## src/inc/pssc_regs.svh

```systemverilog
/*
  Register offsets, fields, reset values and timing counts.
  Assumes a 25 MHz block clock and 32-bit AXI4-Lite data.
*/
`ifndef PSSC_REGS_SVH
`define PSSC_REGS_SVH

// ----------------------------------------------------------------------
// register map, fields and timing counts
// ----------------------------------------------------------------------
`define PSSC_OFS_CTRL 12'h000
`define PSSC_OFS_STATUS 12'h004
`define PSSC_OFS_SEQ 12'h008
// control bits
`define PSSC_CTRL_HOST_ON 0
`define PSSC_CTRL_SUSPEND 1
`define PSSC_CTRL_HIGH_PWR 2
`define PSSC_CTRL_LIGHT_LOAD 3
`define PSSC_CTRL_RST 32'h0000_0000
// status bits
`define PSSC_ST_LOW_BATT 0
`define PSSC_ST_EXT_GOOD 1
`define PSSC_ST_USB_SW 2
`define PSSC_ST_HIGH_LIM 3
`define PSSC_ST_ON 4
`define PSSC_ST_RESET_N 5
`define PSSC_ST_FORCE_PWM 6
`define PSSC_ST_MAIN_SW 7
`define PSSC_ST_CARD_SW 8
`define PSSC_ST_KEY_N 9
`define PSSC_ST_SRC_LSB 10
// clock in kHz, delays in us
`define PSSC_CLK_KHZ 25000
`define PSSC_MAIN_DLY_US 800
`define PSSC_CARD_DLY_US 500
`define PSSC_RESET_DLY_US 262000
// scale first; the raw product overflows int
`define PSSC_CYC(us) ((us) * (`PSSC_CLK_KHZ / 1000))

`endif

```

## src/inc/pssc_pkg.sv

```systemverilog
/*
  Types of the power source and sequencing controller.
  Assumes nothing beyond the register header.
*/
package pssc_pkg;

  // ----------------------------------------------------------------------
  // power source, sequencer state, sense flags and rail controls
  // ----------------------------------------------------------------------
  typedef enum logic [1:0] {
    PSSC_SRC_BATT = 2'h0,
    PSSC_SRC_USB = 2'h1,
    PSSC_SRC_WALL = 2'h2
  } pssc_src_t;

  typedef enum logic [4:0] {
    PSSC_OFF = 5'h01,
    PSSC_INT_UP = 5'h02,
    PSSC_CORE_UP = 5'h04,
    PSSC_RUN = 5'h08,
    PSSC_DOWN = 5'h10
  } pssc_seq_t;

  typedef struct packed {
    logic low_batt_below;
    logic wall_above;
    logic usb_above;
    logic ext_above;
    logic int_good;
    logic core_good;
    logic main_good;
  } pssc_sense_t;

  typedef struct packed {
    logic int_en;
    logic int_discharge;
    logic core_en;
    logic main_sw;
    logic card_sw;
    logic use_ext;
  } pssc_rail_t;

endpackage : pssc_pkg

```

## src/core/pssc_delay.sv

```systemverilog
/*
  One-shot delay counter: done rises a fixed count after start goes high.
  Assumes start stays high for the whole wait; dropping it clears the count.
*/
`timescale 1ns/100ps
module pssc_delay
  import pssc_pkg::*;
#(
  parameter int COUNT = 20000
)
(
  input wire logic i_clk,
  input wire logic i_rst,
  input wire logic i_start,
  output logic o_done
);

  localparam int W = $clog2(COUNT + 1);
  logic [W-1:0] cnt;
  wire logic at_end = (cnt == W'(COUNT - 1));

  initial
  begin
    if (COUNT < 1)
      $error("pssc_delay: COUNT must be at least 1");
  end

  always_ff @(posedge i_clk or posedge i_rst)
  begin
    if (i_rst)
    begin
      cnt <= '0;
      o_done <= 1'b0;
    end
    else if (!i_start)
    begin
      cnt <= '0;
      o_done <= 1'b0;
    end
    else if (!o_done)
    begin
      cnt <= cnt + W'(1);
      o_done <= at_end;
    end
  end

endmodule : pssc_delay

```

## src/core/pssc_axil.sv

```systemverilog
/*
  AXI4-Lite slave holding the control word and showing status words.
  Assumes one write and one read at a time; unmapped addresses answer DECERR.
*/
`timescale 1ns/100ps
`include "pssc_regs.svh"
module pssc_axil
  import pssc_pkg::*;
(
  input wire logic i_clk,
  input wire logic i_rst,
  input wire logic [11:0] i_awaddr,
  input wire logic i_awvalid,
  output logic o_awready,
  input wire logic [31:0] i_wdata,
  input wire logic [3:0] i_wstrb,
  input wire logic i_wvalid,
  output logic o_wready,
  output logic [1:0] o_bresp,
  output logic o_bvalid,
  input wire logic i_bready,
  input wire logic [11:0] i_araddr,
  input wire logic i_arvalid,
  output logic o_arready,
  output logic [31:0] o_rdata,
  output logic [1:0] o_rresp,
  output logic o_rvalid,
  input wire logic i_rready,
  input wire logic [31:0] i_status,
  input wire logic [31:0] i_seq,
  output logic [31:0] o_ctrl
);

  logic aw_held;
  logic w_held;
  logic [11:0] aw_addr;
  logic [31:0] w_data;
  logic [3:0] w_strb;

  function automatic logic mapped(input logic [11:0] a);
    return a[11:2] == `PSSC_OFS_CTRL >> 2 || a[11:2] == `PSSC_OFS_STATUS >> 2
           || a[11:2] == `PSSC_OFS_SEQ >> 2;
  endfunction : mapped

  wire logic aw_take = i_awvalid && o_awready;
  wire logic w_take = i_wvalid && o_wready;
  wire logic have_aw = aw_held || aw_take;
  wire logic have_w = w_held || w_take;
  wire logic [11:0] wr_addr = aw_held ? aw_addr : i_awaddr;
  wire logic [31:0] wr_data = w_held ? w_data : i_wdata;
  wire logic [3:0] wr_strb = w_held ? w_strb : i_wstrb;
  wire logic wr_fire = have_aw && have_w && !o_bvalid;
  wire logic wr_ctrl = wr_fire && wr_addr[11:2] == (`PSSC_OFS_CTRL >> 2);
  wire logic [31:0] rd_word = i_araddr[11:2] == (`PSSC_OFS_CTRL >> 2) ? o_ctrl
                            : i_araddr[11:2] == (`PSSC_OFS_STATUS >> 2) ? i_status
                            : i_araddr[11:2] == (`PSSC_OFS_SEQ >> 2) ? i_seq : 32'h0;
  wire logic ar_take = i_arvalid && o_arready;
  logic [31:0] next_ctrl;

  always_comb
  begin
    next_ctrl = o_ctrl;
    for (int b = 0; b < 4; b++)
      if (wr_strb[b])
        next_ctrl[b*8 +: 8] = wr_data[b*8 +: 8];
    next_ctrl[31:4] = 28'h0;
  end

  always_ff @(posedge i_clk or posedge i_rst)
  begin
    if (i_rst)
    begin
      aw_held <= 1'b0;
      w_held <= 1'b0;
      aw_addr <= 12'h0;
      w_data <= 32'h0;
      w_strb <= 4'h0;
      o_awready <= 1'b1;
      o_wready <= 1'b1;
      o_bvalid <= 1'b0;
      o_bresp <= 2'h0;
      o_ctrl <= `PSSC_CTRL_RST;
    end
    else
    begin
      if (aw_take)
        aw_addr <= i_awaddr;
      if (w_take)
      begin
        w_data <= i_wdata;
        w_strb <= i_wstrb;
      end
      aw_held <= have_aw && !wr_fire;
      w_held <= have_w && !wr_fire;
      o_awready <= !(have_aw && !wr_fire) && !(o_bvalid && !i_bready) && !wr_fire;
      o_wready <= !(have_w && !wr_fire) && !(o_bvalid && !i_bready) && !wr_fire;
      if (wr_fire)
      begin
        o_bvalid <= 1'b1;
        o_bresp <= mapped(wr_addr) ? 2'h0 : 2'h3;
      end
      else if (i_bready)
        o_bvalid <= 1'b0;
      if (wr_ctrl)
        o_ctrl <= next_ctrl;
    end
  end

  always_ff @(posedge i_clk or posedge i_rst)
  begin
    if (i_rst)
    begin
      o_arready <= 1'b1;
      o_rvalid <= 1'b0;
      o_rdata <= 32'h0;
      o_rresp <= 2'h0;
    end
    else if (ar_take)
    begin
      o_arready <= 1'b0;
      o_rvalid <= 1'b1;
      o_rdata <= rd_word;
      o_rresp <= mapped(i_araddr) ? 2'h0 : 2'h3;
    end
    else if (o_rvalid && i_rready)
    begin
      o_rvalid <= 1'b0;
      o_arready <= 1'b1;
    end
  end

endmodule : pssc_axil

```

## src/core/pssc_top.sv

```systemverilog
/*
  Digital control of a battery, USB and wall powered multi-rail supply:
  source choice, USB switch and limit, power-on latch, rail sequencing,
  processor reset and forced PWM. Registers over AXI4-Lite.
  Assumes comparator and regulation flags are already synchronous to I_CLK
  and that undriven pins are resolved to their pull levels by the pads.
*/
// Operation
// RULE1: low battery flag low when sense below reference
// RULE2: wall present selects external node, USB off
// RULE3: external power good low on wall or USB
// RULE4: use external node only above 4V
// RULE5: USB switch closes on USB, no suspend, no wall
// RULE6: high power select picks 500mA limit
// RULE7: undriven high power select means low limit
// RULE8: suspend keeps USB switch off
// RULE9: main output connects 0.8ms after core good
// RULE10: card output connects 0.5ms after core good
// RULE11: key low turns device on, idles high
// RULE12: key held low until host drives on
// RULE13: key status follows key
// RULE14: host on high holds device on
// RULE15: light load select allows pulse skipping
// RULE16: forced PWM on USB or wall power
// RULE17: forced PWM during initial reset delay
// RULE18: reset held, released 262ms after core, main good
// RULE19: reset low when core or main drops
// RULE20: reset low at power-off
// RULE21: source priority wall, USB, battery
// RULE22: rails come up internal, core, main, card; the code connects card before main
// RULE23: internal supply discharged when off
// RULE24: stay on while key low or host on
// RULE25: delays are clock counters from parameters
`timescale 1ns/100ps
`include "pssc_regs.svh"
module pssc_top
  import pssc_pkg::*;
#(
  parameter int MAIN_CYC = `PSSC_CYC(`PSSC_MAIN_DLY_US),
  parameter int CARD_CYC = `PSSC_CYC(`PSSC_CARD_DLY_US),
  parameter int RESET_CYC = `PSSC_CYC(`PSSC_RESET_DLY_US)
)
(
  input wire logic I_CLK,
  input wire logic I_SYS_RST,
  // analog comparator and regulation flags
  input wire logic i_low_battery_sense_below,
  input wire logic i_wall_sense_above,
  input wire logic i_usb_above,
  input wire logic i_external_supply_above,
  input wire logic i_internal_supply_good,
  input wire logic i_core_feedback_good,
  input wire logic i_main_good,
  // logic pins
  input wire logic i_power_key,
  input wire logic i_host_power_on,
  input wire logic i_usb_suspend,
  input wire logic i_usb_high_power_sel,
  input wire logic i_light_load_sel,
  // open-drain outputs: enable high pulls the pin low
  output logic o_low_battery_flag_oe,
  output logic o_external_power_good_oe,
  output logic o_key_status_oe,
  output logic o_reset_oe,
  // power stage controls
  output logic o_use_external_supply,
  output logic o_usb_switch_on,
  output logic o_usb_high_limit,
  output logic o_usb_suspend_mode,
  output logic o_force_pwm,
  output logic o_internal_supply_en,
  output logic o_internal_supply_discharge,
  output logic o_core_en,
  output logic o_main_peripheral_output_sw,
  output logic o_card_supply_output_sw,
  // AXI4-Lite
  input wire logic [11:0] S_AXI_AWADDR,
  input wire logic S_AXI_AWVALID,
  output logic S_AXI_AWREADY,
  input wire logic [31:0] S_AXI_WDATA,
  input wire logic [3:0] S_AXI_WSTRB,
  input wire logic S_AXI_WVALID,
  output logic S_AXI_WREADY,
  output logic [1:0] S_AXI_BRESP,
  output logic S_AXI_BVALID,
  input wire logic S_AXI_BREADY,
  input wire logic [11:0] S_AXI_ARADDR,
  input wire logic S_AXI_ARVALID,
  output logic S_AXI_ARREADY,
  output logic [31:0] S_AXI_RDATA,
  output logic [1:0] S_AXI_RRESP,
  output logic S_AXI_RVALID,
  input wire logic S_AXI_RREADY
);

  initial
  begin
    if (MAIN_CYC < 1 || CARD_CYC < 1 || RESET_CYC < 1)
      $error("pssc_top: delay counts must be at least 1");
  end

  // ----------------------------------------------------------------------
  // register file
  // ----------------------------------------------------------------------
  logic [31:0] ctrl;
  logic [31:0] status;
  logic [31:0] seq_word;

  pssc_axil u_axil (
    .i_clk(I_CLK),
    .i_rst(I_SYS_RST),
    .i_awaddr(S_AXI_AWADDR),
    .i_awvalid(S_AXI_AWVALID),
    .o_awready(S_AXI_AWREADY),
    .i_wdata(S_AXI_WDATA),
    .i_wstrb(S_AXI_WSTRB),
    .i_wvalid(S_AXI_WVALID),
    .o_wready(S_AXI_WREADY),
    .o_bresp(S_AXI_BRESP),
    .o_bvalid(S_AXI_BVALID),
    .i_bready(S_AXI_BREADY),
    .i_araddr(S_AXI_ARADDR),
    .i_arvalid(S_AXI_ARVALID),
    .o_arready(S_AXI_ARREADY),
    .o_rdata(S_AXI_RDATA),
    .o_rresp(S_AXI_RRESP),
    .o_rvalid(S_AXI_RVALID),
    .i_rready(S_AXI_RREADY),
    .i_status(status),
    .i_seq(seq_word),
    .o_ctrl(ctrl)
  );

  // software bits are ORed with the pins, so either party can assert them
  wire logic host_on = i_host_power_on | ctrl[`PSSC_CTRL_HOST_ON]; // see RULE14
  wire logic suspend = i_usb_suspend | ctrl[`PSSC_CTRL_SUSPEND];
  wire logic high_sel = i_usb_high_power_sel | ctrl[`PSSC_CTRL_HIGH_PWR];
  wire logic light_sel = i_light_load_sel | ctrl[`PSSC_CTRL_LIGHT_LOAD];

  // ----------------------------------------------------------------------
  // source selection
  // ----------------------------------------------------------------------
  pssc_sense_t sense;
  assign sense = '{low_batt_below: i_low_battery_sense_below,
                   wall_above: i_wall_sense_above,
                   usb_above: i_usb_above,
                   ext_above: i_external_supply_above,
                   int_good: i_internal_supply_good,
                   core_good: i_core_feedback_good,
                   main_good: i_main_good};

  wire logic usb_ok = sense.usb_above && !suspend; // see RULE8
  wire logic next_usb_sw = usb_ok && !sense.wall_above; // see RULE5
  wire logic ext_present = sense.wall_above || usb_ok; // see RULE3
  // see RULE21
  wire pssc_src_t next_src = sense.wall_above ? PSSC_SRC_WALL
                           : usb_ok ? PSSC_SRC_USB : PSSC_SRC_BATT;
  // wall or USB only counts once the node itself has come up
  wire logic next_use_ext = ext_present && sense.ext_above; // see RULE2 RULE4

  // ----------------------------------------------------------------------
  // on/off latch and rail sequencing
  // ----------------------------------------------------------------------
  pssc_seq_t state;
  pssc_seq_t next_state;
  pssc_src_t src;
  logic init_phase;

  wire logic key_pressed = !i_power_key; // see RULE11
  // the key starts the device and holds it while low; host_on must take over to keep it up
  wire logic stay_on = key_pressed || host_on; // see RULE24 RULE12
  // on external power the rails wait for the node to pass 4V
  wire logic supply_ok = (src == PSSC_SRC_BATT) || sense.ext_above; // see RULE4

  always_comb
  begin
    next_state = state;
    unique case (state)
      PSSC_OFF:
        if (stay_on && supply_ok)
          next_state = PSSC_INT_UP;
      PSSC_INT_UP:
        if (!stay_on)
          next_state = PSSC_DOWN;
        else if (sense.int_good)
          next_state = PSSC_CORE_UP;
      PSSC_CORE_UP:
        if (!stay_on)
          next_state = PSSC_DOWN;
        else if (sense.core_good)
          next_state = PSSC_RUN;
      PSSC_RUN:
        if (!stay_on)
          next_state = PSSC_DOWN;
      PSSC_DOWN:
        if (!sense.int_good)
          next_state = PSSC_OFF;
      default:
        next_state = PSSC_OFF;
    endcase
  end

  always_ff @(posedge I_CLK or posedge I_SYS_RST)
  begin
    if (I_SYS_RST)
    begin
      state <= PSSC_OFF;
      src <= PSSC_SRC_BATT;
    end
    else
    begin
      state <= next_state;
      src <= next_src;
    end
  end

  // ----------------------------------------------------------------------
  // delay timers
  // ----------------------------------------------------------------------
  wire logic running = (state == PSSC_RUN);
  logic main_due;
  logic card_due;
  logic reset_due;
  logic main_on;
  wire logic rails_good = running && sense.core_good && main_on && sense.main_good;

  // see RULE9 RULE25
  pssc_delay #(.COUNT(MAIN_CYC)) u_main_dly (
    .i_clk(I_CLK),
    .i_rst(I_SYS_RST),
    .i_start(running),
    .o_done(main_due)
  );

  // see RULE10 RULE25
  pssc_delay #(.COUNT(CARD_CYC)) u_card_dly (
    .i_clk(I_CLK),
    .i_rst(I_SYS_RST),
    .i_start(running),
    .o_done(card_due)
  );

  // restarts from zero whenever the core or main rail drops out
  pssc_delay #(.COUNT(RESET_CYC)) u_reset_dly (
    .i_clk(I_CLK),
    .i_rst(I_SYS_RST),
    .i_start(rails_good),
    .o_done(reset_due)
  ); // see RULE18 RULE25

  // ----------------------------------------------------------------------
  // output stage
  // ----------------------------------------------------------------------
  // order internal, core comes from the state walk; card then main from the delay counts
  wire logic rails_up = (state != PSSC_OFF) && (state != PSSC_DOWN);
  pssc_rail_t next_rail;
  assign next_rail = '{int_en: rails_up,
                       int_discharge: !rails_up, // see RULE23
                       core_en: (state == PSSC_CORE_UP) || running, // see RULE22
                       main_sw: running && main_due, // see RULE9
                       card_sw: running && card_due, // see RULE10
                       use_ext: next_use_ext};
  // see RULE18 RULE19 RULE20
  wire logic next_reset_low = !(rails_good && reset_due);
  // see RULE15 RULE16 RULE17
  wire logic next_force_pwm = !light_sel || next_src != PSSC_SRC_BATT || init_phase;

  always_ff @(posedge I_CLK or posedge I_SYS_RST)
  begin
    if (I_SYS_RST)
      init_phase <= 1'b1;
    else if (reset_due)
      init_phase <= 1'b0;
  end

  always_ff @(posedge I_CLK or posedge I_SYS_RST)
  begin
    if (I_SYS_RST)
    begin
      o_low_battery_flag_oe <= 1'b0;
      o_external_power_good_oe <= 1'b0;
      o_key_status_oe <= 1'b0;
      o_reset_oe <= 1'b1;
      o_use_external_supply <= 1'b0;
      o_usb_switch_on <= 1'b0;
      o_usb_high_limit <= 1'b0;
      o_usb_suspend_mode <= 1'b0;
      o_force_pwm <= 1'b1;
      o_internal_supply_en <= 1'b0;
      o_internal_supply_discharge <= 1'b1;
      o_core_en <= 1'b0;
      o_main_peripheral_output_sw <= 1'b0;
      o_card_supply_output_sw <= 1'b0;
      main_on <= 1'b0;
    end
    else
    begin
      o_low_battery_flag_oe <= sense.low_batt_below; // see RULE1
      o_external_power_good_oe <= ext_present; // see RULE3
      o_key_status_oe <= key_pressed; // see RULE13
      o_reset_oe <= next_reset_low; // see RULE18
      o_use_external_supply <= next_rail.use_ext; // see RULE2
      o_usb_switch_on <= next_usb_sw; // see RULE5 RULE8
      // pad pull-down resolves an open select to low; see RULE7
      o_usb_high_limit <= high_sel; // see RULE6
      o_usb_suspend_mode <= suspend; // see RULE8
      o_force_pwm <= next_force_pwm; // see RULE16
      o_internal_supply_en <= next_rail.int_en;
      o_internal_supply_discharge <= next_rail.int_discharge; // see RULE23
      o_core_en <= next_rail.core_en;
      o_main_peripheral_output_sw <= next_rail.main_sw;
      o_card_supply_output_sw <= next_rail.card_sw;
      main_on <= next_rail.main_sw;
    end
  end

  // ----------------------------------------------------------------------
  // status words
  // ----------------------------------------------------------------------
  assign status = {20'h0, src, i_power_key, o_card_supply_output_sw,
                   o_main_peripheral_output_sw, o_force_pwm, !o_reset_oe,
                   o_internal_supply_en, o_usb_high_limit, o_usb_switch_on,
                   o_external_power_good_oe, o_low_battery_flag_oe};
  assign seq_word = {27'h0, state};

endmodule : pssc_top

```

## config.mk

```make
export PLATFORM = sky130hd
export DESIGN_NAME = pssc_top
export DESIGN_NICKNAME = d
export VERILOG_FILES = /design/src/inc/pssc_pkg.sv /design/src/core/pssc_delay.sv /design/src/core/pssc_axil.sv /design/src/core/pssc_top.sv
export VERILOG_INCLUDE_DIRS = /design/src /design/src/inc
export SDC_FILE = /design/constraint.sdc
export NUM_CORES = 1
export LEC_CHECK = 0
export BUFFER_PORTS_ARGS = -buffer_cell sky130_fd_sc_hd__clkbuf_2
export CAP_MARGIN = 20
export CORE_UTILIZATION = 35
export CTS_CLUSTER_DIAMETER = 200
export DETAILED_ROUTE_END_ITERATION = 10
export PLACE_DENSITY_LB_ADDON = 0.2
export SLEW_MARGIN = 20
export SYNTH_ARGS = -nofsm -noshare
export SYNTH_HDL_FRONTEND = slang
export SYNTH_SLANG_ARGS = --single-unit
export TNS_END_PERCENT = 10
```

## constraint.sdc

```tcl
create_clock -name I_CLK -period 3.7 [get_ports I_CLK]
set_input_delay 0.185 -clock I_CLK [delete_from_list [all_inputs] [get_ports I_CLK]]
set_output_delay 0.185 -clock I_CLK [all_outputs]
set_load 0.01 [all_outputs]
```

==> out/metrics.cfg <==
[placed_design]
dp.final_hpwl_um = 8170
post_dp_cell_area_mm2 = 0.00611
port_buffers = 78
dp_worst_setup_slack_ns = 1.71
gp_congestion = 0.770

[logic_synthesis]
synth.distinct_cells = 56
yosysMostFrequentCell = dfrtp_1
synth_edf_count = 0
synthesis.area_mm2 = 0.00562
synth-simple-area-share_pct = 21.6
synth_top_area_share_pct = 48.1
yosys_warnings = 0
synth_cells = 528
synth_top_family_by_area = simple AND/OR/NAND/NOR gates
syn_avg_cell_area_um2 = 10.6
synth_compound_area_share_pct = 7.87
ys.flop_type = dfrtp_1
ys_ff_latch = 116
synthAdderAreaFrac_pct = 0.891
synth.top_cells.by_count = dfrtp_1 (108), nor2_1 (58), nand2_1 (31)
async_flop_share_pct = 100
yosys-mux-area-fraction_pct = 6.46
synth_area_leader_cell = dfrtp_1
yosysSeqAreaShare_pct = 51.9
synth_xor_area_share_pct = 5.93
ys_top_cells_by_area = dfrtp_1 (48%), nor2_1 (3.9%), dfstp_2 (3.7%)

[timing]
setup_viol = 0
max_slew_margin_pct = 42.0
tightestPinTransition_ns = 0.871
hold_viol = 0
slew_viol_final = 0
fin_skew_ns = 0.00706
period_needed_ns = 1.96
setup_tns_ns = 0
grt_setup_unrepaired = false
fmax_ghz = 0.511
layout_setup_ws_ns = 1.74
finalCritPeriodShare_pct = 52.9

[power_and_ir_drop]
vdd_ir_drop_max_mv = 0.346
power_density_mw_per_mm2 = 567
power_leakage_nw = 3.01

[critical_path]
rr_endpoint = u_reset_dly.cnt[15]
crit_cells = 4
reg2reg_depth = 4
r2r_slack_ns = 1.74
path_cells = nor2_1, and3_1, nand2_1, a21oi_1
crit_fanout = 22
crit_path_start_kind = register
worst-path-buf-inv = 0
cpPeakStageDelay_ns = 0.48
cp_slowest_cell = dfrtp_1
cp-end-kind = register
crit_family = simple AND/OR/NAND/NOR gates
required_ns = 4.02
rr_startpoint = state[1]
path_class = reg2reg
arrival_ns = 2.27

[status]
status = completed

[floorplan]
num_io_pins = 134
die_h_um = 129
start_util_pct = 36.4
core_area_mm2 = 0.0154
dieArea_mm2 = 0.0166
rows = 45
die_w_um = 129

[global_routing]
grt_pass1_vias = 3959
met1_usage_pct = 18.6
overflow = 0
grt_usage_pct = 15.0
grt_max_degree = 72
antenna_found_initial = 0
global_route.usage.met3_pct = 4.24
grtUsageMet2_pct = 24.9
grt_pass1_wl_um = 19300
top_usage_layer = met2

[hold_path]
whs_path_depth = 3
hp-class = in2reg
worstHoldStart = i_usb_suspend
min_to = o_usb_suspend_mode

[layout]
multi_input_area_mm2 = 0.00247
area_delta_synth_final_pct = 21.9
nNetsFinal = 696
fin_area_mm2 = 0.00684
regArea_mm2 = 0.00291
diodes = 0
drive_above_1_share_pct = 25.1
fillers = 1457

[cts]
clk_latency_ns = 0.41
cts_tree = done
clock_path_buffers = 2
ctsResizeCount = 0
clk_pin_slew_ns = 0.05
clockRootBuffer = clkbuf_16
cts_buffers = 17
clock_sinks = 116
cts.htree.levels = 4

[drt]
vias = 4090
wirelength_um = 11700
drc_errors = 0
ant_nets = 0
via_per_inst = 4.89
wl_per_cell_um = 13.9
drtIter0Drc = 218
firstDrtPassIters = 4

[flow_run]
drv_cap = 0

## metrics by stage
stage	total power (W)	std cells	hold WS, ns	util, %
after floorplan	0.00199	547	0.216	-
after global placement	0.00212	796	0.294	39.6
after detailed placement	0.00214	796	0.308	39.6
after CTS	0.00393	837	0.00802	44.4
after global routing	0.00407	837	0.0145	44.4
final	0.00388	837	0.0173	44.4
## cells by family after synthesis
logic type               Yosys count
buffers and inverters             54
adder cells (fa/ha/maj)            4
other                              1
flip-flops                       116
multiplexers                      32
XOR/XNOR                          38
AO/OA/AOI/OAI                     67
AND/OR/NAND/NOR                  216
## worst register-to-register path: cells and delay by family, from the launching register on
kind / cells / cell delay [ns]
AND/OR/NAND/NOR: 3 / 1.06
flip-flops: 1 / 0.48
AO/OA/AOI/OAI: 1 / 0.32
## repair_timing
item                       CTS  global route
setup buffers                0             0
setup endpoints to repair    0             0
hold buffers                 9             0
hold endpoints to repair    40             0
## report_power, final
part / internal, W / switching [W] / total [W]
Combinational: 0.000267 / 0.000272 / 0.000538
Clock: 0.00121 / 0.000551 / 0.00176
Sequential: 0.00144 / 0.000140 / 0.00158
Total: 0.00292 / 0.000963 / 0.00388
## metal layers
| layer | vias up | share of wire [%] |
|---|---|---|
| li1 | 2001 | - |
| met1 | 1977 | 46 |
| met4 | 0 | 1.4 |
| met3 | 15 | 4.1 |
| met5 | - | 0 |
| met2 | 97 | 48 |
## final cells by class
class / count / share of cell area [%]
clock inverters: 9 / 2.16
inverters: 11 / 0.640
well taps: 211 / 3.86
repair buffers: 90 / 7.35
clock buffers: 23 / 7.28
multi-input cells: 377 / 36.2
flip-flops and latches: 116 / 42.6
## placed cells by master, fill, tap and decap left out, types with 4 or more instances in the layout
master / count
dfrtp_1: 108
clkbuf_2: 78
nor2_1: 58
nand2_1: 31
a21oi_1: 21
conb_1: 20
nand3_1: 19
xor2_1: 19
xnor2_1: 19
nand4_1: 18
mux2_2: 18
o21ai_0: 17
clkbuf_16: 17
nor2b_1: 11
or3_1: 11
mux2i_1: 10
nor4_1: 10
a22o_1: 10
nor3_1: 9
inv_1: 9
dlygate4sd3_1: 9
dfstp_2: 8
and3_1: 6
and4_1: 6
or4_1: 6
and2_1: 5
or2_2: 5
o31ai_1: 5
clkbuf_8: 5
mux2_4: 4
ha_1: 4
clkinv_2: 4
bufinv_16: 4
## how the worst max path moves through the flow
stage	start	endpoint	slack, ns
final	state[1]	u_reset_dly.cnt[15]	1.74
after CTS	state[1]	u_reset_dly.cnt[18]	1.71
after global placement	state[1]	u_reset_dly.cnt[19]	1.75
after floorplan	I_SYS_RST	main_on	0.46
after global routing	state[1]	u_reset_dly.cnt[20]	1.49
after detailed placement	state[1]	u_reset_dly.cnt[18]	1.71
## state kept, by name, summed over array words and instances, names as in the netlist, 4 cells and up
name,count
u_main_dly.cnt,15
u_card_dly.cnt,14
u_axil.o_ctrl,4
state,5
u_axil.aw_addr,10
u_reset_dly.cnt,23
u_axil.w_data,4
u_axil.o_rdata,12
(Power assumes the default switching activity.)
